File: src/shared/irq_comb_pkg.sv
/*
  Constants, register map and request carrier of the event interrupt combiner.
  Assumes a single core clock and a plain one-cycle register port.
*/
package irq_comb_pkg;
    // ------------------------------------------------------------
    // sizes
    // ------------------------------------------------------------
    localparam int NUM_EVENTS = 128;
    localparam int NUM_WORDS  = 4;
    localparam int NUM_LINES  = 12;
    localparam int SEL_W      = 7;
    localparam int ADDR_W     = 12;
    localparam logic [3:0] FIRST_LINE = 4'h4;
    // ------------------------------------------------------------
    // fixed event numbers
    // ------------------------------------------------------------
    localparam int EV_DMA_GLOBAL = 34;
    localparam int EV_DMA_REG0   = 35;
    localparam int EV_DMA_REG1   = 36;
    localparam int EV_DROPPED    = 96;
    localparam int EV_IDMA_ERR   = 97;
    localparam int EV_EMU0       = 9;
    localparam int EV_EMU1       = 11;
    localparam int EV_EMU2       = 12;
    // ------------------------------------------------------------
    // register byte offsets
    // ------------------------------------------------------------
    localparam logic [11:0] FLAG_BASE  = 12'h000;
    localparam logic [11:0] SET_BASE   = 12'h020;
    localparam logic [11:0] CLR_BASE   = 12'h040;
    localparam logic [11:0] MASK_BASE  = 12'h080;
    localparam logic [11:0] MFLAG_BASE = 12'h0A0;
    localparam logic [11:0] EXPM_BASE  = 12'h0C0;
    localparam logic [11:0] MEXP_BASE  = 12'h0E0;
    localparam logic [11:0] MUX_BASE   = 12'h100;
    localparam logic [11:0] XSTAT_BASE = 12'h180;
    localparam logic [1:0]  XSTAT_IDX  = 2'h0;
    localparam logic [1:0]  XCLR_IDX   = 2'h1;
    localparam logic [1:0]  DMASK_IDX  = 2'h2;
    // ------------------------------------------------------------
    // reset values and field positions
    // ------------------------------------------------------------
    localparam logic [127:0] MASK_RST  = {128{1'b1}};
    localparam logic [127:0] EXPM_RST  = {128{1'b1}};
    localparam logic [11:0]  DMASK_RST = 12'h000;
    localparam int STAT_LINE_LSB = 16;
    localparam int STAT_EVT_LSB  = 24;
    localparam int DMASK_LSB     = 4;
    // ------------------------------------------------------------
    // register request carrier
    // ------------------------------------------------------------
    typedef struct packed {
        logic        wr;
        logic        rd;
        logic [11:0] addr;
        logic [31:0] wdata;
    } reg_req_t;
endpackage : irq_comb_pkg

File: src/event_interrupt_combiner.sv
/*
  Event interrupt combiner: latches 128 system events, routes them onto
  12 prioritised cpu interrupt lines, makes the exception and emulation
  requests. Assumes event inputs are one-cycle pulses from logic on mclk.
*/
// Local design decisions: the plain strobed port and the placing of the registers.
`timescale 1ns/100ps
`default_nettype none
module event_interrupt_combiner (
    // clock, reset, enable
    input  wire logic                  mclk,
    input  wire logic                  rst_n,
    input  wire logic                  ce,
    // register port
    input  wire irq_comb_pkg::reg_req_t bus_req,
    output logic [31:0]                rd_data,
    // system events
    input  wire logic [127:0]          periph_events,
    input  wire logic                  dma_channel_ctl_global_event,
    input  wire logic                  dma_channel_ctl_region0_event,
    input  wire logic                  dma_channel_ctl_region1_event,
    input  wire logic                  internal_dma_param_error_event,
    // cpu side
    output logic                       cpu_irq_valid,
    output logic [3:0]                 cpu_irq_num,
    input  wire logic                  cpu_irq_ack,
    output logic                       cpu_exception,
    output logic                       cpu_nmi,
    output logic [2:0]                 emu_irq
);
    // ------------------------------------------------------------
    // state
    // ------------------------------------------------------------
    logic [127:0] flag_reg;
    logic [127:0] mask_reg;
    logic [127:0] expm_reg;
    logic [127:0] ev_prev_reg;
    logic [6:0]   sel_reg [12];
    logic [11:0]  pend_reg;
    logic [11:0]  dmask_reg;
    logic         drop_evt_reg;
    logic         stat_valid_reg;
    logic [3:0]   stat_line_reg;
    logic [6:0]   stat_evt_reg;
    logic         valid_reg;
    logic [3:0]   num_reg;
    logic         exc_reg;
    logic [2:0]   emu_reg;
    logic [31:0]  rd_reg;
    // ------------------------------------------------------------
    // decode
    // ------------------------------------------------------------
    wire logic [7:0]  region = bus_req.addr[11:4];
    wire logic [1:0]  widx   = bus_req.addr[3:2];
    wire logic        wr_set = bus_req.wr && region == irq_comb_pkg::SET_BASE[11:4];
    wire logic        wr_clr = bus_req.wr && region == irq_comb_pkg::CLR_BASE[11:4];
    wire logic        wr_msk = bus_req.wr && region == irq_comb_pkg::MASK_BASE[11:4];
    wire logic        wr_exm = bus_req.wr && region == irq_comb_pkg::EXPM_BASE[11:4];
    wire logic        wr_mux = bus_req.wr && region == irq_comb_pkg::MUX_BASE[11:4];
    wire logic        in_xs  = region == irq_comb_pkg::XSTAT_BASE[11:4];
    wire logic        wr_xcl = bus_req.wr && in_xs && widx == irq_comb_pkg::XCLR_IDX;
    wire logic        wr_dmk = bus_req.wr && in_xs && widx == irq_comb_pkg::DMASK_IDX;
    // ------------------------------------------------------------
    // event vector
    // ------------------------------------------------------------
    logic [127:0] ev_now;
    logic [127:0] ev_edge;
    logic [127:0] mflag;
    logic [127:0] mexp;
    logic [127:0] set_sw;
    logic [127:0] clr_sw;
    logic [127:0] flag_next;
    logic [3:0]   comb_evt;
    assign ev_now = {periph_events[127:98],
                     internal_dma_param_error_event,
                     drop_evt_reg,
                     periph_events[95:37],
                     dma_channel_ctl_region1_event,
                     dma_channel_ctl_region0_event,
                     dma_channel_ctl_global_event,
                     periph_events[33:4],
                     comb_evt};
    assign ev_edge = ev_now & ~ev_prev_reg;
    assign mflag   = flag_reg & ~mask_reg;
    assign mexp    = flag_reg & ~expm_reg;
    assign flag_next = (flag_reg & ~clr_sw) | set_sw | ev_now;
    // ------------------------------------------------------------
    // per-word flag, mask and combined event logic
    // ------------------------------------------------------------
    genvar w;
    generate
        for (w = 0; w < irq_comb_pkg::NUM_WORDS; w++) begin : g_word
            wire logic hit = widx == 2'(w);
            assign set_sw[32*w +: 32] = (wr_set && hit) ? bus_req.wdata : 32'h0000_0000;
            assign clr_sw[32*w +: 32] = (wr_clr && hit) ? bus_req.wdata : 32'h0000_0000;
            assign comb_evt[w] = |mflag[32*w +: 32];
            always_ff @(posedge mclk) begin
                if (!rst_n) begin
                    mask_reg[32*w +: 32] <= irq_comb_pkg::MASK_RST[32*w +: 32];
                    expm_reg[32*w +: 32] <= irq_comb_pkg::EXPM_RST[32*w +: 32];
                end else if (ce) begin
                    if (wr_msk && hit)
                        mask_reg[32*w +: 32] <= bus_req.wdata;
                    if (wr_exm && hit)
                        expm_reg[32*w +: 32] <= bus_req.wdata;
                end
            end
        end
    endgenerate
    // ------------------------------------------------------------
    // cpu lines
    // ------------------------------------------------------------
    logic [11:0] hit_line;
    logic [11:0] ack_clr;
    logic [11:0] drop;
    logic [11:0] pend_next;
    genvar i;
    generate
        for (i = 0; i < irq_comb_pkg::NUM_LINES; i++) begin : g_line
            wire logic [3:0] line_no = irq_comb_pkg::FIRST_LINE + 4'(i);
            wire logic mux_hit = wr_mux && widx == 2'(i / 4 + 1);
            assign hit_line[i] = ev_edge[sel_reg[i]];
            assign ack_clr[i]  = cpu_irq_ack && num_reg == line_no;
            assign drop[i] = hit_line[i] & pend_reg[i] & ~ack_clr[i]
                             & ~dmask_reg[i];
            always_ff @(posedge mclk) begin
                if (!rst_n)
                    sel_reg[i] <= 7'(line_no);
                else if (ce && mux_hit)
                    sel_reg[i] <= bus_req.wdata[8*(i%4) +: 7];
            end
        end
    endgenerate
    assign pend_next = (pend_reg & ~ack_clr) | hit_line;
    function automatic logic [3:0] lowest(input logic [11:0] p);
        logic [3:0] idx;
        idx = 4'h0;
        for (int k = 11; k >= 0; k--) begin
            if (p[k])
                idx = 4'(k);
        end
        return idx;
    endfunction : lowest
    wire logic       drop_any = |drop;
    wire logic [3:0] drop_idx = lowest(drop);
    wire logic       xclr     = wr_xcl && bus_req.wdata[0];
    // ------------------------------------------------------------
    // read mux
    // ------------------------------------------------------------
    wire logic [6:0]  boff = {widx, 5'h00};
    wire logic [31:0] xstat_word = {1'b0, stat_evt_reg, 4'h0, stat_line_reg,
                                    15'h0000, stat_valid_reg};
    wire logic [31:0] mux_word = {1'b0, sel_reg[4*widx - 4 + 3],
                                  1'b0, sel_reg[4*widx - 4 + 2],
                                  1'b0, sel_reg[4*widx - 4 + 1],
                                  1'b0, sel_reg[4*widx - 4]};
    wire logic [31:0] rd_word =
        region == irq_comb_pkg::FLAG_BASE[11:4]  ? flag_reg[boff +: 32] :
        region == irq_comb_pkg::MASK_BASE[11:4]  ? mask_reg[boff +: 32] :
        region == irq_comb_pkg::MFLAG_BASE[11:4] ? mflag[boff +: 32] :
        region == irq_comb_pkg::EXPM_BASE[11:4]  ? expm_reg[boff +: 32] :
        region == irq_comb_pkg::MEXP_BASE[11:4]  ? mexp[boff +: 32] :
        (region == irq_comb_pkg::MUX_BASE[11:4] && widx != 2'h0) ? mux_word :
        (in_xs && widx == irq_comb_pkg::XSTAT_IDX) ? xstat_word :
        (in_xs && widx == irq_comb_pkg::DMASK_IDX) ?
            {16'h0000, dmask_reg, 4'h0} : 32'h0000_0000;
    // ------------------------------------------------------------
    // state update
    // ------------------------------------------------------------
    always_ff @(posedge mclk) begin
        if (!rst_n) begin
            flag_reg    <= '0;
            ev_prev_reg <= '0;
            pend_reg    <= 12'h000;
            valid_reg   <= 1'b0;
            num_reg     <= irq_comb_pkg::FIRST_LINE;
            rd_reg      <= 32'h0000_0000;
        end else if (ce) begin
            flag_reg    <= flag_next;
            ev_prev_reg <= ev_now;
            pend_reg    <= pend_next;
            valid_reg   <= |pend_next;
            num_reg     <= irq_comb_pkg::FIRST_LINE + lowest(pend_next);
            rd_reg      <= bus_req.rd ? rd_word : 32'h0000_0000;
        end
    end
    always_ff @(posedge mclk) begin
        if (!rst_n) begin
            dmask_reg    <= irq_comb_pkg::DMASK_RST;
            drop_evt_reg <= 1'b0;
            exc_reg      <= 1'b0;
            emu_reg      <= 3'h0;
        end else if (ce) begin
            if (wr_dmk)
                dmask_reg <= bus_req.wdata[irq_comb_pkg::DMASK_LSB +: 12];
            drop_evt_reg <= drop_any;
            exc_reg      <= |mexp;
            emu_reg      <= {ev_now[irq_comb_pkg::EV_EMU2], ev_now[irq_comb_pkg::EV_EMU1],
                             ev_now[irq_comb_pkg::EV_EMU0]};
        end
    end
    always_ff @(posedge mclk) begin
        if (!rst_n) begin
            stat_valid_reg <= 1'b0;
            stat_line_reg  <= 4'h0;
            stat_evt_reg   <= 7'h00;
        end else if (ce) begin
            if (drop_any && !stat_valid_reg) begin
                stat_valid_reg <= 1'b1;
                stat_line_reg  <= irq_comb_pkg::FIRST_LINE + drop_idx;
                stat_evt_reg   <= sel_reg[drop_idx];
            end else if (xclr && !drop_any) begin
                stat_valid_reg <= 1'b0;
            end
        end
    end
    // ------------------------------------------------------------
    // outputs
    // ------------------------------------------------------------
    assign rd_data       = rd_reg;
    assign cpu_irq_valid = valid_reg;
    assign cpu_irq_num   = num_reg;
    assign cpu_exception = exc_reg;
    assign cpu_nmi       = 1'b0;
    assign emu_irq       = emu_reg;
    // ------------------------------------------------------------
    // checks
    // ------------------------------------------------------------
    nmi_tied_a: assert property (@(posedge mclk) disable iff (!rst_n)
        cpu_nmi == 1'b0) else $error("nmi driven");
    valid_pend_a: assert property (@(posedge mclk) disable iff (!rst_n)
        cpu_irq_valid == (pend_reg != 12'h000)) else $error("valid mismatch");
    route_line_a: assert property (@(posedge mclk) disable iff (!rst_n)
        ce && ev_edge[sel_reg[3]] |=> pend_reg[3] && cpu_irq_valid)
        else $error("routed event lost");
    prio_low_a: assert property (@(posedge mclk) disable iff (!rst_n)
        pend_reg[0] |-> cpu_irq_num == 4'h4) else $error("priority wrong");
    drop_event_a: assert property (@(posedge mclk) disable iff (!rst_n)
        ce && drop_any ##1 ce |=> flag_reg[96]) else $error("drop event missing");
    drop_stat_a: assert property (@(posedge mclk) disable iff (!rst_n)
        ce && drop_any |=> stat_valid_reg) else $error("drop status missing");
    idma_map_a: assert property (@(posedge mclk) disable iff (!rst_n)
        ce && internal_dma_param_error_event |=> flag_reg[97])
        else $error("event 97 missing");
    dma_map_a: assert property (@(posedge mclk) disable iff (!rst_n)
        ce && dma_channel_ctl_region1_event |=> flag_reg[36] && ev_prev_reg[36])
        else $error("event 36 missing");
    mux_write_a: assert property (@(posedge mclk) disable iff (!rst_n)
        ce && wr_mux && widx == 2'h1 |=> sel_reg[0] == $past(bus_req.wdata[6:0]))
        else $error("routing write lost");
    comb_gate_a: assert property (@(posedge mclk) disable iff (!rst_n)
        ce && mflag[40] |=> flag_reg[1]) else $error("combined event lost");
    exc_gate_a: assert property (@(posedge mclk) disable iff (!rst_n)
        ce && mexp != '0 |=> cpu_exception) else $error("exception missing");
    lost_gate_a: assert property (@(posedge mclk) disable iff (!rst_n)
        dmask_reg == 12'hFFF |-> !drop_any) else $error("masked line dropped");
    emu_out_a: assert property (@(posedge mclk) disable iff (!rst_n)
        ce && periph_events[9] |=> emu_irq[0]) else $error("emulation request lost");
    emu_high_a: assert property (@(posedge mclk) disable iff (!rst_n)
        ce && periph_events[12] |=> emu_irq[2])
        else $error("third emulation request lost");
    ack_clear_a: assert property (@(posedge mclk) disable iff (!rst_n)
        ce && cpu_irq_ack && cpu_irq_num == irq_comb_pkg::FIRST_LINE && !hit_line[0]
        |=> !pend_reg[0]) else $error("ack did not clear line");
    prio_next_a: assert property (@(posedge mclk) disable iff (!rst_n)
        pend_reg[1:0] == 2'h2 |-> cpu_irq_num == 4'h5)
        else $error("second line priority wrong");
    idle_num_a: assert property (@(posedge mclk) disable iff (!rst_n)
        pend_reg == 12'h000 |-> cpu_irq_num == irq_comb_pkg::FIRST_LINE)
        else $error("idle line number wrong");
    exc_drop_a: assert property (@(posedge mclk) disable iff (!rst_n)
        ce && mexp == '0 |=> !cpu_exception)
        else $error("exception stuck");
    stat_line_a: assert property (@(posedge mclk) disable iff (!rst_n)
        ce && drop_any && !stat_valid_reg |=> stat_line_reg == irq_comb_pkg::FIRST_LINE
        + $past(drop_idx)) else $error("drop line wrong");
    dma_glob_a: assert property (@(posedge mclk) disable iff (!rst_n)
        ce && dma_channel_ctl_global_event |=> flag_reg[34] && ev_prev_reg[34])
        else $error("event 34 missing");
    flag_clear_a: assert property (@(posedge mclk) disable iff (!rst_n)
        ce && wr_clr && widx == 2'h3 && bus_req.wdata[0] && !drop_evt_reg
        |=> !flag_reg[96]) else $error("flag clear lost");
    freeze_state_a: assert property (@(posedge mclk) disable iff (!rst_n)
        !ce |=> $stable(pend_reg) && $stable(flag_reg))
        else $error("state moved while frozen");
    drop_c: cover property (@(posedge mclk) disable iff (!rst_n) drop_any);
    exc_c: cover property (@(posedge mclk) disable iff (!rst_n) $rose(cpu_exception));
    two_pend_c: cover property (@(posedge mclk) disable iff (!rst_n)
        pend_reg[0] && pend_reg[2]);
    drop_masked_c: cover property (@(posedge mclk) disable iff (!rst_n)
        hit_line[3] && pend_reg[3] && dmask_reg[3]);
    ack_c: cover property (@(posedge mclk) disable iff (!rst_n)
        cpu_irq_valid && cpu_irq_ack);
endmodule : event_interrupt_combiner
`default_nettype wire

File: config.mk
export PLATFORM = sky130hd
export DESIGN_NAME = event_interrupt_combiner
export DESIGN_NICKNAME = d
export VERILOG_FILES = /design/src/shared/irq_comb_pkg.sv /design/src/event_interrupt_combiner.sv
export SDC_FILE = /design/constraint.sdc
export NUM_CORES = 2
export LEC_CHECK = 0
export BUFFER_PORTS_ARGS = -buffer_cell sky130_fd_sc_hd__buf_2
export CAP_MARGIN = 40
export CORE_AREA = 2 2 369 371
export DETAILED_ROUTE_END_ITERATION = 6
export DIE_AREA = 0 0 371 373
export PLACE_DENSITY_LB_ADDON = 0.1
export SYNTH_ARGS = -nofsm -noshare
export SYNTH_HDL_FRONTEND = slang
export SYNTH_SLANG_ARGS = --single-unit
File: constraint.sdc
create_clock -name mclk -period 5.69 [get_ports mclk]
set_input_delay 0.569 -clock mclk [delete_from_list [all_inputs] [get_ports mclk]]
set_output_delay 0.569 -clock mclk [all_outputs]
set_load 0.01 [all_outputs]
# Word-level counts from Yosys, hierarchy flattened
# Memory sizes are Yosys's and may differ from the RTL's. A register that Yosys moved wholly into a read port is not among the register bits.
# Index checks and enable logic that the tools add are counted.
dict set report word_totals {
  output_inout_bits 42
  regBits 583
  memories 1
  wordCells 316
  ramBits 84
  in_bits 182
}
dict set report op_classes {
  add_sub_neg 6
  order_cmp 12
  n_mux 91
  n_eq_ne 23
  n_reduce_logical 73
  n_bitwise 85
  shift 5
}
# memory words word_bits rd rd_clocked_by_memory_dff wr line
set mem_list {}
lappend mem_list {sel_reg 12 7 17 1 12 event_interrupt_combiner.sv:38} ;# logic [6:0] sel_reg [12];
# cell count
set op_table {}
lappend op_table {{$shiftx 128x8->32} 5}
lappend op_table {{$and 128x128->128} 4}
lappend op_table {{$not 128->128} 4}
lappend op_table {{$mux 32} 14}
lappend op_table {{$or 128x128->128} 2}
lappend op_table {{$reduce_or 128->1} 1}
lappend op_table {{$reduce_or 32->1} 4}
lappend op_table {{$mux 4} 26}
lappend op_table {{$lt 7x8->1 const B} 12}
lappend op_table {{$bmux 1 s7} 12}
lappend op_table {{$mux 7} 12}
lappend op_table {{$mux 31} 2}
lappend op_table {{$logic_and 1x1->1} 48}
lappend op_table {{$and 1x1->1} 36}
lappend op_table {{$eq 4x4->1 const B} 8}
lappend op_table {{$eq 8x4->1 const B} 4}
lappend op_table {{$mux 1} 24}
lappend op_table {{$not 1->1} 24}
lappend op_table {{$reduce_or 12->1} 2}
lappend op_table {{$reduce_and 2->1} 11}
lappend op_table {{$eq 4x3->1 const B} 4}
lappend op_table {{$eq 8x5->1 const B} 2}
lappend op_table {{$mux 16} 1}
lappend op_table {{$and 12x12->12} 1}
lappend op_table {{other kinds (15)} 32}

# Logic depth before layout (Yosys ltp)
dict set report depth {
  ltp_word 22
  ltp_mapped 19
  mapped_depth_nobuf 14
}

# Worst setup path after synthesis
# No wires, ideal clock.
dict set report synth_path {
  path_kind {input to register}
  from {input port bus_req[34] (netlist bit)}
  to {memory sel_reg[4][0] (enable)}
  t_arrival_ns 4.665
  setup_time_ns 0.452
  path_buffers 4
  path_stages 8
  slack_ns 0.573
  t_required_ns 5.238
  cell_sequence {clkbuf_1 clkinv_1 buf_1 clkbuf_1 buf_1 ha_1 nand2_1 o21ai_0}
}
# item line
set synth_rtl {}
lappend synth_rtl {{from (decl)} event_interrupt_combiner.sv:15} ;# input wire irq_comb_pkg::reg_req_t bus_req,
lappend synth_rtl {{to (decl)} event_interrupt_combiner.sv:38}

==> key figures <==
Setup path
  – Data arrival time of the critical path: just under 6 ns
  – Capturing element of the worst setup path: stat_evt_reg[2]
  – Required time worst endpoint: 6.26 ns
  – Critical register-to-register path startpoint: sel_reg[4][0]
  – Max incr delay on CP: 0.77 ns
  – Reg2Reg Capture Point: stat_evt_reg[2]
  – Crit path cell chain: buf_4 -> nand2_1 -> a211oi_1 -> o41ai_1 -> buf_4 -> nand4b_1 -> o21ai_1 -> o22ai_1 -> a2bb2oi_1 -> and4bb_4 -> nor3b_2 -> buf_4 -> a221o_1 -> a221oi_1 -> o21ai_1
  – Worst-case register-to-register setup slack: 0.30 ns
  – Top cell by count, worst path: buf_4
  – Slowest CP cell: o22ai_1
  – Worst R2R Path Depth: 15
  – CP bufs+invs: 3
  – Nature of the critical path endpoint: register
  – Dominant delay contributor by cell family on the critical path: compound AO/OA/AOI/OAI gates
  – Worst Setup Path Type: reg -> reg
  – Launch point of the critical path: sel_reg[4][0]
  – Crit path depth: 15
  – Crit path launch type: register
  – Top fanout value on the critical path: 12

Finish
  – Net count, final: approximately 5800
  – Fill cell total of the finished layout: 13231
  – Area overhead of the layout relative to synthesis: 16.2%
  – Final design utilization: 0.427
  – Commonest non-fill, non-tap cell in the layout: nand2_1
  – Most frequent cells in the layout: nand2_1 (681), dfxtp_1 (587), mux4_2 (464)
  – Fraction of final layout cells sized beyond drive strength 1: 0.263
  – Area of all placed cells without fillers: around 57000 um^2

Placement
  – Placement Cell Area: 54600 um^2
  – Number of port buffers: between 200 and 250
  – Dpl ws: 0.517 ns
  – Routability-driven placement congestion ratio: 1.06
  – HPWL after DPL: 238000 um

Route
  – Post-route DRC violation count: 0
  – Avg WL per Cell: 42.3 um
  – Initial detailed-routing violation count: 7657
  – DRT Wirelength: 316000 um
  – Antenna-violating nets left: 0
  – Length of the first detailed-routing pass in iterations: 6
  – Via total after detailed routing: 51288
  – Average vias per placed instance: 6.87

Synth
  – Mean Syn Cell Area: 9.13 um^2
  – Synthesized instance count: 5416
  – Dominant cells by area after synthesis: dfxtp_1 (24%), mux4_2 (21%), mux2i_1 (6.0%)
  – Async S/R FF share, synth: 0
  – Post-synth top flop: dfxtp_1
  – Post-synth EDFFs: between 80 and 90
  – Net count after synthesis: 5602
  – Number of flip-flops and latches in the synthesized netlist: 671
  – Number of warnings printed during yosys synthesis: 0
  – Number of different library cells in the post-synthesis netlist: 120
  – Post-Synthesis Cell Area: 49500 um^2
  – Sequential fraction of the synthesis area: 0.289
  – Share of the synthesized area in the top cell type: 0.238
  – Area leader, netlist: dfxtp_1

Power
  – Flop pwr share: 0.357
  – Leakage power: 22.4 nW
  – Peak ir drop on the vdd network: ~0.00022 V
  – Power per cell area: about 260 nW/um^2
  – Clock power frac: 0.387
  – Switching power: ~0.005 W
  – Sw Share: 0.341
  – Cell Int Power: between 0.009 and 0.01 W
  – Comb pwr share: 0.256

Floorplanning
  – Std-Cell Core Area: 135000 um^2
  – Die height: ~370 um
  – Initial Util: 0.367
  – Floorplan row count: 135
  – Top-Level Pins: around 220
  – Die X-Extent: 371 um
  – Overall die area: around 140000 um^2

Clock network
  – Inserted Clock Buffers: 83
  – Hold bufs inserted after CTS: 0
  – Clock net sink count: 671
  – Clock slew at reported path FFs: 0.06 ns
  – Number of cells upsized or downsized after cts: 0
  – CTS Buffer Depth: 3
  – Number of buffers added for setup after CTS: 0
  – Clk Tree Root Cell: clkbuf_16
  – Deepest level of the CTS H-tree: 3
  – TritonCTS clock tree: yes
  – Clock latency at the later pin of the worst-skew pair: 0.74 ns

STA
  – Post-Route Skew: 0.0577 ns
  – Final count of pins violating max slew: 0
  – Tightest Pin Transition: 1.10 ns
  – Remaining max-slew budget at the tightest pin: 0.268
  – Count of final setup violators: 0
  – Post-route setup slack: roughly 0.3 ns
  – Total count of hold-check failures in the final report: 0
  – Fmax achieved: roughly 190 MHz
  – Portion of the clock cycle consumed by the worst path in the final layout: 0.947
  – Unrepaired setup endpoints after global routing: no
  – TNS Setup: 0 ns
  – Post-layout min period: 5.39 ns

Global route
  – Via count of the first global-routing pass: 46968
  – GRT Residual Overflow: 0
  – Largest net degree at the start of global routing: 165
  – Wire length of the first global-routing pass: 421000 um
  – GRT Overall Usage: 0.445
  – Number of antenna violations at the first check in global routing: 21

Min path
  – Type of the tightest min-delay check: in -> reg
  – Hold wc startpoint: periph_events[14]

Flow run
  – Count of maximum capacitance violations: 0

Status
  – Result of the run: finished, final reports clean
[power by group through the flow]
stage | registers [W] | clock network (W) | logic, W
6_report | 0.00525 | 0.00570 | 0.00377
5_1_grt | 0.00525 | 0.00591 | 0.00382
3_5_place_dp | 0.00533 | 0 | 0.00362
4_1_cts | 0.00523 | 0.00575 | 0.00363
3_3_place_gp | 0.00535 | 0 | 0.00358
2_1_floorplan | 0.00517 | 0 | 0.00203
[worst min-delay path by stage]
stage	to	depth (start not counted)	slack, ns
4_1_cts	ev_prev_reg[14]	3	0.08
2_1_floorplan	stat_valid_reg	2	0.44
3_3_place_gp	rd_data[16]	2	0.45
5_1_grt	ev_prev_reg[15]	3	0.13
3_5_place_dp	rd_data[16]	2	0.46
6_report	ev_prev_reg[14]	3	0.1
[cells by family (layout without fill, tap and decap cells)]
logic type,count (synthesis),in the layout,share of synthesized area
and+or+nand+nor,2154,2154,0.215
AOI/OAI and AO/OA,1157,1157,0.166
muxes,773,773,0.275
DFF,671,671,0.289
buffers and inverters,656,914,0.0544
adders and majority gates,4,4,0.00101
other,1,9,0.0000758
[worst min-delay path, cell delays in order]
cell,delay [ns]
buf_2,0.09
mux2i_1,0.06
nor2_1,0.07
[cell type report]
cell class | instances | area, um^2 | area share
Multi-Input combinational cell | 4089 | 32600 | 0.568
Sequential cell | 671 | 14300 | 0.248
Timing Repair Buffer | 667 | 5080 | 0.0885
Clock buffer | 129 | 2470 | 0.0430
Tap cell | 1781 | 2230 | 0.0388
Clock inverter | 26 | 404 | 0.00703
Inverter | 92 | 353 | 0.00614
Antenna cell | 8 | 20.0 | 0.000348
[stage by stage]
step / cells / hold slack (ns) / total power (W)
after floorplan: 5416 / 0.445 / 0.00720
after global placement: 7278 / 0.449 / 0.00893
after detailed placement: 7300 / 0.458 / 0.00895
after CTS: 7455 / 0.0846 / 0.0146
after global routing: 7456 / 0.132 / 0.0150
final: 7463 / 0.0995 / 0.0147
[synth_stat cells (29+ instances only)]
| library cell | n |
|---|---|
| a211oi_1 | 75 |
| a21oi_1 | 424 |
| a22oi_1 | 43 |
| a31oi_1 | 32 |
| and2_1 | 75 |
| buf_1 | 55 |
| buf_2 | 41 |
| clkbuf_1 | 445 |
| dfxtp_1 | 587 |
| edfxtp_1 | 84 |
| inv_1 | 77 |
| mux2i_1 | 297 |
| mux4_2 | 464 |
| nand2_1 | 681 |
| nand2b_1 | 264 |
| nand3_1 | 292 |
| nand4_1 | 43 |
| nor2_1 | 385 |
| nor2b_1 | 179 |
| nor3_1 | 41 |
| o2111ai_1 | 29 |
| o211ai_1 | 73 |
| o21ai_0 | 95 |
| o221a_2 | 124 |
| or3_1 | 51 |
[layer usage]
metal,vias up,share of wire,global-route usage
li1,20710,-,-
met1,26037,0.38,0.573
met5,-,0.00016,0
met2,3717,0.42,0.648
met3,818,0.11,0.118
met4,6,0.085,0.301
Note: power is estimated with default switching activity, not from simulation.
